`src/hw/edh_defs.svh`:
```
// Constants for the EDH framer: packet layout, table map, defaults, timing.
// Assumes inclusion by bare name; holds definitions only.
// How it works
// - Window reads show the last received packet, writes shape the next.
// - Reset low reinitialises control state and all write table defaults.
// - Reset never stalls video; words pass through unprocessed meanwhile.
// - An internal power-on reset does the same initialisation at power-up.
// - Transmit, CRC update off, no packet: no EDH comparison.
// - Transmit with packet inserts a fresh one, flags clear, stream CRCs.
// - CRC update on, no packet: as transmit without packet, any select.
// - CRC update on with packet: no compare, new CRCs, flags kept.
// - Receive, CRC update off, no packet: insert, flags clear, unknown set.
// - Receive, CRC update off, packet: compare CRCs, map flags, reinsert.
// - Every write table bit takes its default whenever the device is reset.
// - Bypass and AP override bits are ORed with their pin, the insert bit ANDed; FF and ANC overrides have no pin.
`ifndef EDH_DEFS_SVH
`define EDH_DEFS_SVH
// Packet data word marking a present EDH packet
`define EDH_DID 10'h1f4
// Word positions inside the EDH slot
`define EDH_W_DID 3'h0
`define EDH_W_APLO 3'h1
`define EDH_W_APHI 3'h2
`define EDH_W_FFLO 3'h3
`define EDH_W_FFHI 3'h4
`define EDH_W_APFL 3'h5
`define EDH_W_FFFL 3'h6
`define EDH_W_ANCFL 3'h7
// Write table addresses and fields
`define EDH_TA_CTRL 2'h0
`define EDH_TA_APOV 2'h1
`define EDH_TA_FFOV 2'h2
`define EDH_TA_ANCOV 2'h3
`define EDH_CTRL_DEF 8'h02
`define EDH_OV_DEF 8'h00
`define EDH_CTRL_BYP 0
`define EDH_CTRL_INS 1
// Flag values and CRC
`define EDH_FL_UES 5'h10
`define EDH_FL_NONE 5'h00
`define EDH_CRC_POLY 16'h1021
`define EDH_CRC_INIT 16'hffff
// Timing
`define EDH_SAFE_LINES 2'h2
`define EDH_CLK_MHZ 250
`define EDH_RST_MIN_NS 100
`define EDH_POR_CYC ((`EDH_RST_MIN_NS * `EDH_CLK_MHZ + 999) / 1000)
`define EDH_FIFO_DEPTH 32
`endif

```
`src/hw/edh_pkg.sv`:
```
// Types shared by the EDH framer modules.
// Assumes nothing beyond a SystemVerilog compiler.
`default_nettype none
package edh_pkg;
  // One video word with its timing tags
  typedef struct packed {
    logic [9:0] data;
    logic sof;     // First word of a field
    logic eol;     // Last word of a line
    logic active;  // Active picture word
    logic slot;    // Word lies in the EDH packet slot
  } edh_word_t;

  // One group of EDH error flags
  typedef struct packed {
    logic unknown_error_status_flag;
    logic ida;
    logic idh;
    logic eda;
    logic edh;
  } edh_flags_t;

  // Operating case chosen at the slot start
  typedef enum logic [2:0] {
    EDH_C_OFF,
    EDH_C_TX_NONE,
    EDH_C_TX_PKT,
    EDH_C_CRC_PKT,
    EDH_C_RX_NONE,
    EDH_C_RX_PKT
  } edh_case_t;
endpackage : edh_pkg
`default_nettype wire

```
`src/hw/edh_fifo.sv`:
```
// Output FIFO of the EDH framer, parameterised in width and depth.
// Assumes a single clock; reset is the power-on reset only.
`default_nettype none
module edh_fifo #(
  parameter int WIDTH = 14,
  parameter int DEPTH = 32
) (
  input wire logic clock,
  input wire logic por_n,
  input wire logic in_valid,
  output logic in_ready,
  input wire logic [WIDTH-1:0] in_data,
  output logic out_valid,
  input wire logic out_ready,
  output logic [WIDTH-1:0] out_data
);
  localparam int AW = $clog2(DEPTH);
  logic [WIDTH-1:0] mem_r [DEPTH];
  logic [AW:0] wr_r;
  logic [AW:0] wr_nxt;
  logic [AW:0] rd_r;
  logic [AW:0] rd_nxt;
  logic full;
  logic empty;

  // Pointers carry one extra wrap bit for honest full and empty
  assign full = (wr_r[AW] != rd_r[AW]) && (wr_r[AW-1:0] == rd_r[AW-1:0]);
  assign empty = (wr_r == rd_r);
  assign in_ready = !full;
  assign out_valid = !empty;
  assign out_data = mem_r[rd_r[AW-1:0]];

  // Pointer advance on each handshake
  always_comb begin
    wr_nxt = wr_r;
    rd_nxt = rd_r;
    if (in_valid && !full) begin
      wr_nxt = wr_r + 1'b1;
    end
    if (out_ready && !empty) begin
      rd_nxt = rd_r + 1'b1;
    end
  end

  always_ff @(posedge clock) begin
    if (!por_n) begin
      wr_r <= '0;
      rd_r <= '0;
    end else begin
      wr_r <= wr_nxt;
      rd_r <= rd_nxt;
    end
  end

  // Storage needs no reset; only written slots are ever read
  always_ff @(posedge clock) begin
    if (in_valid && !full) begin
      mem_r[wr_r[AW-1:0]] <= in_data;
    end
  end
endmodule : edh_fifo
`default_nettype wire

```
`src/hw/edh_table.sv`:
```
// Host table store: four write-table bytes and a registered read port.
// Assumes the core supplies read-table status bytes, flattened.
`include "edh_defs.svh"
`default_nettype none
module edh_table (
  input wire logic clock,
  input wire logic rst_n,
  input wire logic wr_en,
  input wire logic rd_en,
  input wire logic [3:0] addr,
  input wire logic [7:0] wdata,
  input wire logic [63:0] status,
  output logic [7:0] rdata,
  output logic [31:0] cfg
);
  logic [7:0] wt_r [4];
  logic [7:0] wt_nxt [4];
  logic [7:0] rdata_r;
  logic [7:0] rdata_nxt;

  // Write path; read table half is not writable
  always_comb begin
    wt_nxt = wt_r;
    if (wr_en && !addr[3] && (addr[2] == 1'b0)) begin
      wt_nxt[addr[1:0]] = wdata;
    end
  end

  // Read path; unused write addresses read as zero
  always_comb begin
    rdata_nxt = rdata_r;
    if (rd_en) begin
      if (addr[3]) begin
        rdata_nxt = status[addr[2:0]*8 +: 8];
      end else if (addr[2] == 1'b0) begin
        rdata_nxt = wt_r[addr[1:0]];
      end else begin
        rdata_nxt = 8'h00;
      end
    end
  end

  always_ff @(posedge clock) begin
    if (!rst_n) begin
      wt_r[`EDH_TA_CTRL] <= `EDH_CTRL_DEF;
      wt_r[`EDH_TA_APOV] <= `EDH_OV_DEF;
      wt_r[`EDH_TA_FFOV] <= `EDH_OV_DEF;
      wt_r[`EDH_TA_ANCOV] <= `EDH_OV_DEF;
      rdata_r <= 8'h00;
    end else begin
      wt_r <= wt_nxt;
      rdata_r <= rdata_nxt;
    end
  end

  assign rdata = rdata_r;
  assign cfg = {wt_r[3], wt_r[2], wt_r[1], wt_r[0]};
endmodule : edh_table
`default_nettype wire

```
`src/hw/edh_core.sv`:
```
// EDH packet framer: case selection, CRC, flag handling, host window.
// Assumes one video clock; pins from outside are synchronised here.
`include "edh_defs.svh"
`default_nettype none
module edh_core (
  input wire logic clock,
  input wire logic rstn,
  input wire edh_pkg::edh_word_t vid_in,
  input wire logic vid_in_valid,
  output logic vid_in_ready,
  output edh_pkg::edh_word_t vid_out,
  output logic vid_out_valid,
  input wire logic vid_out_ready,
  input wire logic rt_sel,
  input wire logic crc_mode,
  input wire logic bypass_edh,
  input wire logic edh_insert_en,
  input wire logic [4:0] flag_port_in,
  output logic [4:0] flag_port_out,
  output logic host_safe,
  input wire logic host_wr,
  input wire logic host_rd,
  input wire logic [3:0] host_addr,
  input wire logic [7:0] host_wdata,
  output logic [7:0] host_rdata
);
  // Serial CRC over one 10-bit word, most significant bit first
  function automatic logic [15:0] crc_step(input logic [15:0] c,
                                           input logic [9:0] d);
    logic [15:0] r;
    logic fb;
    r = c;
    for (int i = 9; i >= 0; i--) begin
      fb = r[15] ^ d[i];
      r = {r[14:0], 1'b0};
      if (fb) begin
        r = r ^ `EDH_CRC_POLY;
      end
    end
    return r;
  endfunction : crc_step

  // Power-on reset: no reset input, starts from its initial value
  logic [4:0] por_cnt_r = 5'h00;
  logic [4:0] por_cnt_nxt;
  logic por_done;
  logic ctl_rst_n;
  assign por_done = (por_cnt_r == 5'(`EDH_POR_CYC));
  assign ctl_rst_n = rstn && por_done;
  always_comb begin
    por_cnt_nxt = por_done ? por_cnt_r : por_cnt_r + 5'h01;
  end
  always_ff @(posedge clock) begin
    por_cnt_r <= por_cnt_nxt;
  end

  // Two-stage synchronisers for all mode and flag pins
  logic [8:0] sync1_r;
  logic [8:0] sync2_r;
  logic [8:0] pins;
  assign pins = {rt_sel, crc_mode, bypass_edh, edh_insert_en, flag_port_in};
  always_ff @(posedge clock) begin
    if (!ctl_rst_n) begin
      sync1_r <= 9'h000;
      sync2_r <= 9'h000;
    end else begin
      sync1_r <= pins;
      sync2_r <= sync1_r;
    end
  end

  // Host tables
  logic [31:0] cfg;
  logic [63:0] status;
  edh_table u_table (
    .clock(clock),
    .rst_n(ctl_rst_n),
    .wr_en(host_wr),
    .rd_en(host_rd),
    .addr(host_addr),
    .wdata(host_wdata),
    .status(status),
    .rdata(host_rdata),
    .cfg(cfg)
  );

  // Pin and table combination
  logic byp;
  logic ins_en;
  edh_pkg::edh_flags_t ov_ap;
  edh_pkg::edh_flags_t ov_ff;
  edh_pkg::edh_flags_t ov_anc;
  assign byp = cfg[`EDH_CTRL_BYP] | sync2_r[6];
  assign ins_en = cfg[`EDH_CTRL_INS] & sync2_r[5];
  assign ov_ap = cfg[12:8] | sync2_r[4:0];
  assign ov_ff = cfg[20:16];
  assign ov_anc = cfg[28:24];

  // Control state
  logic [1:0] mode_r, mode_nxt;
  edh_pkg::edh_case_t case_r, case_nxt, case_cur;
  logic in_slot_r, in_slot_nxt;
  logic [2:0] idx_r, idx_nxt, idx_cur;
  logic [15:0] crc_ap_r, crc_ap_nxt, crc_ff_r, crc_ff_nxt;
  logic [1:0] mis_r, mis_nxt;
  logic [7:0] rx_r [7], rx_nxt [7];
  logic present_r, present_nxt;
  logic [1:0] lines_r, lines_nxt;
  logic armed_r, armed_nxt, safe_r, safe_nxt;
  logic [4:0] flag_out_r, flag_out_nxt;

  // Datapath stage, reset by power-on only so rstn never stalls it
  edh_pkg::edh_word_t out_r, out_nxt;
  logic out_vld_r, out_vld_nxt;
  logic fifo_ready;
  logic acc;
  assign vid_in_ready = !out_vld_r || fifo_ready;
  assign acc = vid_in_valid && vid_in_ready;

  // Base flags for each case, before overrides
  function automatic edh_pkg::edh_flags_t base_flags(
      input edh_pkg::edh_case_t c, input edh_pkg::edh_flags_t inc,
      input logic mis);
    edh_pkg::edh_flags_t f;
    f = `EDH_FL_NONE;
    case (c)
      edh_pkg::EDH_C_TX_NONE: f = `EDH_FL_NONE;
      edh_pkg::EDH_C_TX_PKT: f = `EDH_FL_NONE;
      edh_pkg::EDH_C_CRC_PKT: f = inc;
      edh_pkg::EDH_C_RX_NONE: f = `EDH_FL_UES;
      edh_pkg::EDH_C_RX_PKT: begin
        // Upstream edh becomes eda downstream; idh, ida and the unknown flag pass unchanged
        f.edh = mis;
        f.eda = inc.edh | inc.eda;
        f.idh = inc.idh;
        f.ida = inc.ida;
        f.unknown_error_status_flag = inc.unknown_error_status_flag;
      end
      default: f = inc;
    endcase
    return f;
  endfunction : base_flags

  // Case at slot start from the field-latched mode and packet presence
  always_comb begin
    idx_cur = in_slot_r ? ((idx_r == `EDH_W_ANCFL) ? idx_r : idx_r + 3'h1)
                        : `EDH_W_DID;
    case_cur = case_r;
    if (idx_cur == `EDH_W_DID) begin
      if (byp || !ins_en) begin
        case_cur = edh_pkg::EDH_C_OFF;
      end else if (vid_in.data != `EDH_DID) begin
        // CRC mode without packet falls back to transmit handling
        case_cur = (mode_r[1] && !mode_r[0]) ? edh_pkg::EDH_C_RX_NONE
                                             : edh_pkg::EDH_C_TX_NONE;
      end else if (mode_r[0]) begin
        case_cur = edh_pkg::EDH_C_CRC_PKT;
      end else begin
        case_cur = mode_r[1] ? edh_pkg::EDH_C_RX_PKT
                             : edh_pkg::EDH_C_TX_PKT;
      end
    end
  end

  // Per-word processing: CRC, comparison, packet rewrite
  always_comb begin
    edh_pkg::edh_flags_t fl;
    fl = `EDH_FL_NONE;
    mode_nxt = mode_r;
    case_nxt = case_r;
    in_slot_nxt = in_slot_r;
    idx_nxt = idx_r;
    crc_ap_nxt = crc_ap_r;
    crc_ff_nxt = crc_ff_r;
    mis_nxt = mis_r;
    rx_nxt = rx_r;
    present_nxt = present_r;
    flag_out_nxt = flag_out_r;
    out_nxt = out_r;
    out_vld_nxt = out_vld_r ? !fifo_ready : 1'b0;
    if (acc) begin
      out_vld_nxt = 1'b1;
      out_nxt = vid_in;
      in_slot_nxt = vid_in.slot;
      if (vid_in.sof) begin
        mode_nxt = {sync2_r[8], sync2_r[7]};
      end
      if (!vid_in.slot) begin
        // Field CRCs restart at each field start
        crc_ff_nxt = crc_step(vid_in.sof ? `EDH_CRC_INIT : crc_ff_r,
                              vid_in.data);
        if (vid_in.sof) begin
          crc_ap_nxt = `EDH_CRC_INIT;
        end
        if (vid_in.active) begin
          crc_ap_nxt = crc_step(vid_in.sof ? `EDH_CRC_INIT : crc_ap_r,
                                vid_in.data);
        end
      end else begin
        idx_nxt = idx_cur;
        case_nxt = case_cur;
        if (idx_cur == `EDH_W_DID) begin
          mis_nxt = 2'b00;
          present_nxt = (vid_in.data == `EDH_DID);
        end
        // Received packet contents kept for the host
        if (present_nxt && idx_cur != `EDH_W_DID) begin
          rx_nxt[idx_cur - 3'h1] = vid_in.data[7:0];
        end
        if (case_cur == edh_pkg::EDH_C_RX_PKT) begin
          // Only receive with a packet compares CRCs
          case (idx_cur)
            `EDH_W_APLO: mis_nxt[0] = vid_in.data[7:0] != crc_ap_r[7:0];
            `EDH_W_APHI: mis_nxt[0] = mis_r[0] |
                                      (vid_in.data[7:0] != crc_ap_r[15:8]);
            `EDH_W_FFLO: mis_nxt[1] = vid_in.data[7:0] != crc_ff_r[7:0];
            `EDH_W_FFHI: mis_nxt[1] = mis_r[1] |
                                      (vid_in.data[7:0] != crc_ff_r[15:8]);
            default: mis_nxt = mis_r;
          endcase
        end
        if (case_cur != edh_pkg::EDH_C_OFF) begin
          case (idx_cur)
            `EDH_W_DID: out_nxt.data = `EDH_DID;
            `EDH_W_APLO: out_nxt.data = {2'b00, crc_ap_r[7:0]};
            `EDH_W_APHI: out_nxt.data = {2'b00, crc_ap_r[15:8]};
            `EDH_W_FFLO: out_nxt.data = {2'b00, crc_ff_r[7:0]};
            `EDH_W_FFHI: out_nxt.data = {2'b00, crc_ff_r[15:8]};
            `EDH_W_APFL: begin
              fl = base_flags(case_cur, vid_in.data[4:0], mis_r[0]) | ov_ap;
              out_nxt.data = {5'h00, fl};
              flag_out_nxt = fl;
            end
            `EDH_W_FFFL: begin
              fl = base_flags(case_cur, vid_in.data[4:0], mis_nxt[1]) |
                   ov_ff;
              out_nxt.data = {5'h00, fl};
            end
            default: begin
              fl = base_flags(case_cur, vid_in.data[4:0], 1'b0) | ov_anc;
              out_nxt.data = {5'h00, fl};
            end
          endcase
        end
      end
      if (!rstn) begin
        out_nxt = vid_in;
      end
    end
  end

  // Safe window counted on words leaving: closed at slot, open 2 lines on
  always_comb begin
    lines_nxt = lines_r;
    armed_nxt = armed_r;
    safe_nxt = safe_r;
    if (out_vld_r && fifo_ready) begin
      if (out_r.slot) begin
        safe_nxt = 1'b0;
        armed_nxt = 1'b1;
        lines_nxt = 2'h0;
      end else if (armed_r && out_r.eol) begin
        lines_nxt = lines_r + 2'h1;
        if (lines_nxt == `EDH_SAFE_LINES) begin
          safe_nxt = 1'b1;
          armed_nxt = 1'b0;
        end
      end
    end
  end

  always_ff @(posedge clock) begin
    if (!ctl_rst_n) begin
      mode_r <= 2'b00;
      case_r <= edh_pkg::EDH_C_OFF;
      in_slot_r <= 1'b0;
      idx_r <= `EDH_W_DID;
      crc_ap_r <= `EDH_CRC_INIT;
      crc_ff_r <= `EDH_CRC_INIT;
      mis_r <= 2'b00;
      rx_r <= '{default: 8'h00};
      present_r <= 1'b0;
      flag_out_r <= `EDH_FL_NONE;
      lines_r <= 2'h0;
      armed_r <= 1'b0;
      safe_r <= 1'b0;
    end else begin
      mode_r <= mode_nxt;
      case_r <= case_nxt;
      in_slot_r <= in_slot_nxt;
      idx_r <= idx_nxt;
      crc_ap_r <= crc_ap_nxt;
      crc_ff_r <= crc_ff_nxt;
      mis_r <= mis_nxt;
      rx_r <= rx_nxt;
      present_r <= present_nxt;
      flag_out_r <= flag_out_nxt;
      lines_r <= lines_nxt;
      armed_r <= armed_nxt;
      safe_r <= safe_nxt;
    end
  end

  always_ff @(posedge clock) begin
    if (!por_done) begin
      out_r <= '0;
      out_vld_r <= 1'b0;
    end else begin
      out_r <= out_nxt;
      out_vld_r <= out_vld_nxt;
    end
  end

  // Read table: received flags, received CRCs, then live status
  assign status = {2'b00, safe_r, present_r, 1'b0, case_r,
                   rx_r[3], rx_r[2], rx_r[1], rx_r[0],
                   rx_r[6], rx_r[5], rx_r[4]};
  assign flag_port_out = flag_out_r;
  assign host_safe = safe_r;

  // Output buffer; its ready stalls the stage above
  edh_fifo #(
    .WIDTH($bits(edh_pkg::edh_word_t)),
    .DEPTH(`EDH_FIFO_DEPTH)
  ) u_fifo (
    .clock(clock),
    .por_n(por_done),
    .in_valid(out_vld_r),
    .in_ready(fifo_ready),
    .in_data(out_r),
    .out_valid(vid_out_valid),
    .out_ready(vid_out_ready),
    .out_data(vid_out)
  );
endmodule : edh_core
`default_nettype wire

```
`config.mk`:
```
export PLATFORM = sky130hd
export DESIGN_NAME = edh_core
export DESIGN_NICKNAME = d
export VERILOG_FILES = /design/src/hw/edh_pkg.sv /design/src/hw/edh_fifo.sv /design/src/hw/edh_table.sv /design/src/hw/edh_core.sv
export VERILOG_INCLUDE_DIRS = /design/src /design/src/hw
export SDC_FILE = /design/constraint.sdc
export NUM_CORES = 1
export LEC_CHECK = 0
export BUFFER_PORTS_ARGS = -buffer_cell sky130_fd_sc_hd__buf_2
export CORE_MARGIN = 1.5
export CORE_UTILIZATION = 50
export DETAILED_ROUTE_END_ITERATION = 10
export PLACE_DENSITY = 0.62
export SETUP_SLACK_MARGIN = 0.05
export SYNTH_ARGS = -nofsm -noshare
export SYNTH_HDL_FRONTEND = slang
export SYNTH_SLANG_ARGS = --single-unit
```
`constraint.sdc`:
```
create_clock -name clock -period 4.3 [get_ports clock]
set_input_delay 0.645 -clock clock [delete_from_list [all_inputs] [get_ports clock]]
set_output_delay 0.645 -clock clock [all_outputs]
set_load 0.01 [all_outputs]
```
=== Yosys cells after proc, flatten, opt, wreduce, memory -nomap -nowiden ===
Memory sizes are Yosys's and may differ from the RTL's. A register that Yosys moved wholly into a read port is not among the register bits.
Cells that the tools add are included.
W data, S select, Z words.

* Flip-flop bits (word level): 199
* RAM bits: 448
* Input port bits: 41
* Output and inout port bits: 30
* Memories: 1

* $add $sub $neg: 6
* $lt $le $gt $ge: 4
* Equal/unequal tests: 23
* Shifts and indexed selects: 1
* Multiplexer cells: 127
* Bitwise logic cells: 53
* Reduce and logical (&&, ||, !) cells: 37

{| class="wikitable"
|+ Memories
! name !! words !! width !! read ports !! clocked after memory_dff !! wr ports !! RTL line !! text
|-
| u_fifo.mem_r || 32 || 14 || 1 || 1 || 1 || edh_fifo.sv:18 || <nowiki>logic [WIDTH-1:0] mem_r [DEPTH];</nowiki>
|}

{| class="wikitable"
|+ Operator list
! cell !! count
|-
| $mux W16 || 48
|-
| $mux W13 || 20
|-
| $mux W5 || 14
|-
| $shiftx A64 B7 Y8 || 1
|-
| $pmux W9 S7 || 1
|-
| $not A3 Y3 || 20
|-
| $bwmux W56 || 1
|-
| $mux W8 || 6
|-
| $pmux W5 S3 || 3
|-
| $bwmux W32 || 1
|-
| $ne A8 B8 Y1 || 4
|-
| $demux W8 S3 || 1
|-
| $mux W3 || 8
|-
| $mux W10 || 2
|-
| $or A5 B5 Y5 || 4
|-
| $xor A1 B1 Y1 || 20
|-
| $eq A3 B3 Y1 const B || 6
|-
| $bmux W8 S2 || 1
|-
| $demux W8 S2 || 1
|-
| $mux W14 || 1
|-
| $mux W1 || 13
|-
| $add A6 B1 Y6 const B || 2
|-
| $logic_and A1 B1 Y1 || 12
|-
| $eq A10 B9 Y1 const B || 1
|-
| 34 further kinds || 60
|}

=== Logic depth before layout (Yosys ltp) ===
Gate-level depths: netlist (run 1).

* Depth in word-level cells: 49
* Mapped depth: 17

=== Cells and area by module ===
A second synthesis (run 1) with hierarchy kept.

* Cells, all modules: 2182
* Area total of the unflattened synthesis: 27995.6 um2

{| class="wikitable"
|+ Modules (own cells, without submodules)
! module !! times used !! cells each !! area an instance (um2) !! sequential area each (um2)
|-
| edh_fifo || 1 || 1075 || 18278.8 || 13793.2
|-
| edh_core || 1 || 856 || 7364.6 || 2992.9
|-
| edh_table || 1 || 251 || 2352.3 || 800.8
|}

=== Least setup slack after synthesis (run 1) ===
Ideal clock, no wire load.

* Path type: register to output
* Start: register with a tool-made name
* End: output port vid_out[0] (netlist name)
* Arrival time: 2467 ps
* Slack: 1188 ps
* Cell stages (with the launch flop): 7
* Cell sequence: dfxtp_1 -> clkbuf_1 -> buf_2 -> buf_1 -> mux4_2 -> mux4_2 -> mux2_2

{| class="wikitable"
|+ RTL lines
! item !! RTL line !! text
|-
| end, declared || edh_core.sv:11 || <nowiki>output edh_pkg::edh_word_t vid_out,</nowiki>
|}

==> out/metrics.cfg, run 1 <==
[layout]
final_common_cell = edfxtp_1
regArea_mm2 = 0.0176
nNetsFinal = 1968
final_area_mm2 = 0.0311
final_cells = 2660
layout_common_cells = 453 x edfxtp_1, 219 x nor2_1, 196 x dfxtp_1
drive_above_1_share_pct = 22.4
antenna_cells = 0
multi_input_area_mm2 = 0.00935
num-fill-cells = 4267
area_growth_pct = 13.1

[sta]
rsz0062_at_grt = no
finalSetupViolCount = 0
timing.hold.ws_ps = 271
finalSetupTns_ps = 0
period_share_pct = 91.1
maxSlewHeadroom_pct = 14.1
worst_pin_slew_ps = 1290
timing.final.max_slew_violations = 0
max_freq_mhz = 255
hold_violations = 0
period_needed_ps = 3920
skew_ps = 30.0

[routing]
dr.pass1.iters = 8
drtIter0Drc = 1584
ant_nets = 0
viasPerCell = 5.95
dr_total_vias = 15814
drc = 0
wire_per_inst_um = 24.9
wl_um = 66300

[synthesis]
synth-simple-area-share_pct = 6.98
synth_cells = 1819
ys_types = 79
ys_seq_area_share_pct = 64.0
synth_top_family_by_area = multiplexers
yosys_warnings = 0
async_flop_share_pct = 0
avgSynthCellArea_um2 = 15.1
synth_ff_type = edfxtp_1
syn_area_mm2 = 0.0275
synth_edf_count = 453
synth_mux_area_share_pct = 17.5
synth_compound_area_share_pct = 4.98
synth_fa_ha_area_share_pct = 0.683
syn_nets = 1875
synth-xor-area-share_pct = 3.86
synth-seq-cells = 652

[floorplan]
num_rows = 85
dieArea_mm2 = 0.0564
die_width_um = 237
initial_utilization_pct = 50.9
die_h_um = 237
io_pins = 71
core_area_mm2 = 0.0540

[critical_path]
cpMostUsedCell = mux4_2
worstPathCellList = buf_4 -> mux4_2 -> mux4_2 -> mux2_2 -> buf_2
critPathLaunchType = flop
crit_type = reg2out
critPathSlowestCell = dfxtp_4
crit_fanout = 24
slowest_delay_ps = 710
worstPathArrival_ps = 3270
critPathCaptureType = output pin
cp.required_ps = 3650

[clock_tree]
cts_buffers = 69
cts_root_buf = clkbuf_16
clk_pin_slew_worst_paths_ps = 60
post_cts_buffers = 0
ctsResizeCount = 0
postCtsHoldBufs = 0
htreeDepth = 3
cts_sinks = 652
clk_latency_ps = 630
cts_tree = yes
clockBufferDepth = 3

[global_route]
grt_max_degree = 58
grt_usage_pct = 24.0
antenna_found_initial = 1
grt_pass1_wl_um = 100000
gr-total-overflow = 0
grt_pass1_vias = 16053

[placed_design]
dpl-instance-area_mm2 = 0.0288
io_buffers = 70
place.gp.congestion = 0.924
place_hpwl_um = 40900
dp.cells = 2537

[flow_run]
max_cap_viol_count = 0

[pwr]
power_uw = 17300
ir_worst_vdd_mv = 0.361
powerDensity_mw_per_mm2 = 556
leakage_uw = 0.0104

[status]
status = finished clean

[hold_path]
hp-class = in2reg

-- critical path: cells and delay by family, from the launching register on --
| family | cells | cell delay (ps) |
|---|---|---|
| buffers and inverters | 2 | 540 |
| multiplexers | 3 | 1400 |
| flip-flops | 1 | 710 |
-- flip-flops by register name (all words and copies together), names as in the netlist, 2 cells and up, named ones only --
| signal | cells |
|---|---|
| u_fifo.mem_r | 448 |
| rx_r | 56 |
| u_table.cfg | 32 |
| crc_ap_r | 16 |
| crc_ff_r | 16 |
| out_r | 14 |
| sync1_r | 9 |
| sync2_r | 9 |
| u_table.rdata | 8 |
| u_fifo.rd_r | 6 |
| u_fifo.wr_r | 6 |
| flag_port_out | 5 |
| por_cnt_r | 5 |
| case_r | 3 |
| idx_r | 3 |
| lines_r | 2 |
| mis_r | 2 |
| mode_r | 2 |
-- logic make-up (layout without fill, tap and decap cells) --
| group | count (synthesis) | count (layout) |
|---|---|---|
| AO/OA/AOI/OAI | 192 | 192 |
| XOR/XNOR | 121 | 121 |
| adder cells (fa/ha/maj) | 15 | 15 |
| buffers and inverters | 137 | 282 |
| flip-flops | 652 | 652 |
| multiplexers | 277 | 277 |
| AND/OR/NAND/NOR | 425 | 425 |
-- layer usage --
layer / vias to the layer above / part of all wire, % / wire length (µm) / GRT usage, %
met5: - / 0.018 / 12 / 0
met4: 2 / 2.7 / 1790 / 7.51
met3: 124 / 6.1 / 4030 / 4.62
met2: 544 / 49 / 32500 / 39.5
met1: 7994 / 42 / 28000 / 32.5
li1: 7150 / - / - / -
-- synthesized netlist by cell type (24+ instances only) --
cell type / n / area share [%]
o21ai_0: 24 / 0.44
o211ai_1: 32 / 0.87
and3_1: 24 / 0.55
clkbuf_1: 79 / 1.1
a21oi_1: 31 / 0.56
nor2_1: 219 / 3.0
dfxtp_1: 199 / 14
mux2i_1: 102 / 3.7
xnor2_1: 91 / 2.9
mux4_2: 161 / 13
edfxtp_1: 453 / 49
nand2_1: 96 / 1.3
xor2_1: 30 / 0.96
-- report_power, final --
part | leakage (µW) | internal (µW) | switching, µW
Combinational | 0.00351 | 1940 | 1930
Sequential | 0.00582 | 7120 | 405
Clock | 0.00110 | 3430 | 2460
Total | 0.0104 | 12500 | 4790
-- stage by stage --
| step | utilization [%] | worst slack, ps |
|---|---|---|
| 5_1_grt | 57.5 | 209 |
| 3_3_place_gp | 53.4 | 708 |
| 2_1_floorplan | - | 1190 |
| 6_report | 57.5 | 383 |
| 4_1_cts | 57.5 | 275 |
| 3_5_place_dp | 53.4 | 629 |
-- area by class of cell --
cell class                 count  share of cell area (%)
multi-input combinational   1030                    30.1
timing repair buffer         142                    3.07
clock inverter                31                    1.12
inverter                      17                   0.205
tap                          696                    2.80
sequential                   652                    56.6
clock buffer                  92                    6.10
-- final timing paths --
| kind | cells after the start | from | to | slack [ps] |
|---|---|---|---|---|
| max | 5 | flop | vid_out[10] | 380 |
| min | 2 | flag_port_in[2] | sync1_r[2]$_SDFF_PN0_ | 270 |
| max reg2reg | 12 | idx_r[0]$_SDFFE_PN0P_ | out_r[5]$_SDFFE_PP0P_ | 560 |
| min reg2reg | 1 | sync1_r[0]$_SDFF_PN0_ | sync2_r[0]$_SDFF_PN0_ | 460 |
(Power assumes the default switching activity.)
==> inputs of run 2 (changes only) <==
- CTS_BUF_LIST: default -> sky130_fd_sc_hd__clkbuf_16
- SLEW_MARGIN: default -> 20
==> run 2 against run 1 <==
Against the previous run: power decreased by 0.77%; fmax is 0.53% higher; sequential share of layout area rose by 0.093 points; largest cell class unchanged; non-clock buffer count stayed put; largest power group unchanged; critical path depth stayed put; utilization shrank 0.053 points; highest routed layer unchanged; via count decreased by 0.28%; first-iteration DRC count is 9.0% lower.
==> out/metrics.cfg, run 2 (synthesis gave the netlist of run 1 again) <==
[status]
status = finished clean

[critical_path]
rr_endpoint = flag_port_out[1]$_SDFFE_PN0P_
worstPathArrival_ps = 3250
slowest_delay_ps = 700
cp_top_family = multiplexers
r2r-start = idx_r[0]$_SDFFE_PN0P_
cpMostUsedCell = mux4_2
cp_num_buf_inv = 2
reg2reg_depth = 13
critPathSlowestCell = dfxtp_4
critPathCaptureType = output pin
worstPathCellList = buf_4 -> mux4_2 -> mux4_2 -> mux2_2 -> buf_2
crit_fanout = 24
cp.required_ps = 3650
critPathLaunchType = flop
crit_type = reg2out
worst-r2r-setup-slack_ps = 560

[layout]
nNetsFinal = 1968
largest_reg_flops = 448
drive_above_1_share_pct = 22.6
area_growth_pct = 13.0
final_cells = 2660
final_common_cell = edfxtp_1
layout_common_cells = 453 x edfxtp_1, 219 x nor2_1, 186 x dfxtp_1
num-fill-cells = 4272
antenna_cells = 0

[hold_path]
min_from = flag_port_in[2]
hp-class = in2reg
worstHoldPathCells = 2
holdPathEnd = sync1_r[2]$_SDFF_PN0_

[clock_tree]
clockBufferDepth = 3
cts_sinks = 652
ctsResizeCount = 0
postCtsHoldBufs = 0
clk_pin_slew_worst_paths_ps = 60
cts_buffers = 69
post_cts_buffers = 0
cts_root_buf = clkbuf_16
htreeDepth = 3
cts_tree = yes
clk_latency_ps = 620

[sta]
rsz0062_at_grt = no
worst_pin_slew_ps = 1070
hold_violations = 0
finalWorstSetupSlack_ps = 404
timing.final.max_slew_violations = 0
skew_ps = 34.4
finalSetupViolCount = 0
maxSlewHeadroom_pct = 28.3
period_share_pct = 90.6
finalSetupTns_ps = 0
period_needed_ps = 3900
max_freq_mhz = 257

[placed_design]
place_hpwl_um = 40900
dp.cells = 2537
place.gp.congestion = 0.924
io_buffers = 70
place_ws_ps = 629

[routing]
drtIter0Drc = 1442
ant_nets = 0
wire_per_inst_um = 24.8
viasPerCell = 5.93
dr_total_vias = 15770
wl_um = 66000
drc = 0
dr.pass1.iters = 8

[floorplan]
core_area_mm2 = 0.0540
num_rows = 85
io_pins = 71
initial_utilization_pct = 50.9
dieArea_mm2 = 0.0564
die_width_um = 237
die_h_um = 237

[pwr]
power_uw = 17100
leakage_uw = 0.0105
ir_worst_vdd_mv = 0.360
powerDensity_mw_per_mm2 = 552

[global_route]
grt_pass1_vias = 16013
grt_usage_pct = 24.0
gr-total-overflow = 0
antenna_found_initial = 1
grt_pass1_wl_um = 100000
grt_max_degree = 58

[flow_run]
max_cap_viol_count = 0

run 2: stage by stage:
step	area (µm²)	hold WS, ps	utilization (%)
final	31000	276	57.5
after global routing	31000	261	57.5
after CTS	31000	245	57.4
after detailed placement	28800	444	53.4
after global placement	28800	443	53.4
after floorplan	27500	437	-
run 2: final cells by class:
type                            count  area (µm²)  share of cell area [%]
Sequential cell                   652       17600                    56.7
Multi-Input combinational cell   1030        9350                    30.1
Clock buffer                       71        1780                    5.72
Timing Repair Buffer              142         953                    3.07
Tap cell                          696         871                    2.81
Clock inverter                     52         425                    1.37
Inverter                           17        63.8                   0.206
run 2: where the power goes:
part	leakage [µW]	switching (µW)	total [µW]	internal [µW]
clock	0.00114	2440	5760	3320
sequential	0.00582	405	7530	7120
combinational	0.00351	1920	3860	1940
total	0.0105	4770	17100	12400
run 2: how the worst max path moves through the flow:
stage	startpoint	endpoint	slack (ps)	depth (start not counted)
after floorplan	flop	vid_out[0]	1190	6
after global placement	idx_r[0]$_SDFFE_PN0P_	mis_r[0]$_SDFFE_PN0P_	710	14
after detailed placement	idx_r[0]$_SDFFE_PN0P_	flag_port_out[1]$_SDFFE_PN0P_	630	13
after CTS	flop	vid_out[10]	280	5
after global routing	flop	vid_out[10]	220	5
final	flop	vid_out[10]	400	5
run 2: per-layer routing:
metal | track usage, % | vias up | wire length (µm)
met5 | 0 | - | 12
met3 | 4.61 | 125 | 4010
met4 | 7.33 | 2 | 1860
li1 | - | 7143 | -
met2 | 39.5 | 523 | 32100
met1 | 32.5 | 7977 | 28100
==> inputs of run 3 (changes only) <==
- PLACE_DENSITY: 0.62 -> 0.65
- clock period: 4.3 -> 3.55 ns (I/O delays scaled with it)
==> run 3 against run 2 <==
Against the previous run: power grew 23%; critical path type unchanged; sequential share of layout area fell by 0.68 points; cell count grew 0.90%; clock power increased by 20%; utilization rose by 0.71 points; sequential power up 21%; combinational power up 33%; worst setup slack worse by 300 ps.
==> out/metrics.cfg, run 3 (synthesis gave the netlist of run 1 again) <==
[pwr]
leakage_uw = 0.0107
ir_worst_vdd_mv = 0.426
powerDensity_mw_per_mm2 = 673
power_uw = 21200

[routing]
dr_total_vias = 15839
wl_um = 66800
wire_per_inst_um = 24.9
drc = 0
drtIter0Drc = 1520
viasPerCell = 5.90
dr.pass1.iters = 6
ant_nets = 0

[sta]
maxSlewHeadroom_pct = 39.3
hold_violations = 0
timing.final.max_slew_violations = 0
period_share_pct = 97.2
finalWorstSetupSlack_ps = 100
finalSetupTns_ps = 0
max_freq_mhz = 290
skew_ps = 16.9
worst_pin_slew_ps = 907
rsz0062_at_grt = yes
finalSetupViolCount = 0
period_needed_ps = 3450

[global_route]
antenna_found_initial = 1
grt_pass1_vias = 15900
grt_pass1_wl_um = 100000
grt_max_degree = 62
gr-total-overflow = 0
grt_usage_pct = 24.1

[critical_path]
critPathLaunchType = flop
worst-r2r-setup-slack_ps = 270
cp_top_family = multiplexers
cp.required_ps = 3020
crit_type = reg2out
rr_endpoint = flag_port_out[0]$_SDFFE_PN0P_
critPathCaptureType = output pin
r2r-start = idx_r[0]$_SDFFE_PN0P_
cpMostUsedCell = mux4_2
crit_fanout = 11
worstPathArrival_ps = 2920
reg2reg_depth = 13
critPathSlowestCell = mux4_2
cp_num_buf_inv = 3
slowest_delay_ps = 520
worstPathCellList = buf_12 -> bufbuf_16 -> mux4_2 -> mux4_2 -> mux2_2 -> buf_2

[hold_path]
worstHoldPathCells = 2
holdPathEnd = sync1_r[8]$_SDFF_PN0_
hp-class = in2reg
min_from = rt_sel

[layout]
layout_common_cells = 453 x edfxtp_1, 219 x nor2_1, 184 x dfxtp_1
largest_reg_flops = 448
drive_above_1_share_pct = 23.7
multi_input_area_mm2 = 0.00937
nNetsFinal = 1996
utilization_pct = 58.2
final_common_cell = edfxtp_1
final_area_mm2 = 0.0314
num-fill-cells = 4167
area_growth_pct = 14.4
regArea_mm2 = 0.0176

[clock_tree]
cts_tree = yes
cts_root_buf = clkbuf_16
htreeDepth = 3
cts_buffers = 70
clockBufferDepth = 3
clk_latency_ps = 620
cts_sinks = 652
clk_pin_slew_worst_paths_ps = 50

[floorplan]
core_area_mm2 = 0.0540
num_rows = 85
die_h_um = 237
io_pins = 71
die_width_um = 237
initial_utilization_pct = 50.9
dieArea_mm2 = 0.0564

[placed_design]
place.gp.congestion = 0.916
io_buffers = 70
place_hpwl_um = 42100
place_ws_ps = 258
dpl-instance-area_mm2 = 0.0289

[flow_run]
max_cap_viol_count = 0

[status]
status = finished clean

## run 3: cell count changes in the layout (fill, tap and decap cells not counted), moves of 3 or more
cell | previous run | this run
buf_12 | 5 | 8
buf_16 | 0 | 4
buf_4 | 67 | 81
clkinv_1 | 11 | 16
clkinv_2 | 12 | 7
inv_1 | 33 | 29
## run 3: report_power, final
part           total, µW  internal [µW]  leakage (µW)  switching [µW]
clock               6900           3980       0.00111            2920
combinational       5150           2680       0.00373            2470
sequential          9110           8630       0.00582             485
total              21200          15300        0.0107            5880
## run 3: final cells by class
type / count / share of cell area, %
clock buffers: 72 / 5.73
clock inverters: 47 / 1.18
repair buffers: 169 / 4.26
multi-input cells: 1030 / 29.8
well taps: 696 / 2.77
inverters: 17 / 0.203
flip-flops and latches: 652 / 56.0
diodes: 1 / 0.00796
## run 3: routing by layer
layer / track usage [%] / wire, µm / vias up / part of all wire [%]
met1: 32.4 / 28300 / 8024 / 42
met5: 0 / 0 / - / 0
li1: - / - / 7192 / -
met2: 39.8 / 32600 / 515 / 49
met4: 7.47 / 1800 / 0 / 2.7
met3: 4.59 / 4090 / 108 / 6.1
## run 3: how the worst max path moves through the flow
stage	end	slack (ps)	cells after the start
after detailed placement	out_r[7]$_SDFFE_PP0P_	260	13
after floorplan	mis_r[0]$_SDFFE_PN0P_	450	17
after global placement	flag_port_out[1]$_SDFFE_PN0P_	360	12
final	vid_out[8]	100	6
after CTS	vid_out[0]	50	7
after global routing	flag_port_out[0]$_SDFFE_PN0P_	30	13
## run 3: what timing repair did
action                     CTS  global route
gates resized for setup      7             9
setup buffers                9             4
hold buffers                 0             0
cloned                       3             1
pin swaps                    0             2
setup endpoints to repair   14            27
## run 3: stage by stage
stage	std cells	hold slack, ps
detailed placement	2547	444
floorplan	1819	437
finish	2684	157
CTS	2678	129
global placement	2547	445
global route	2683	142
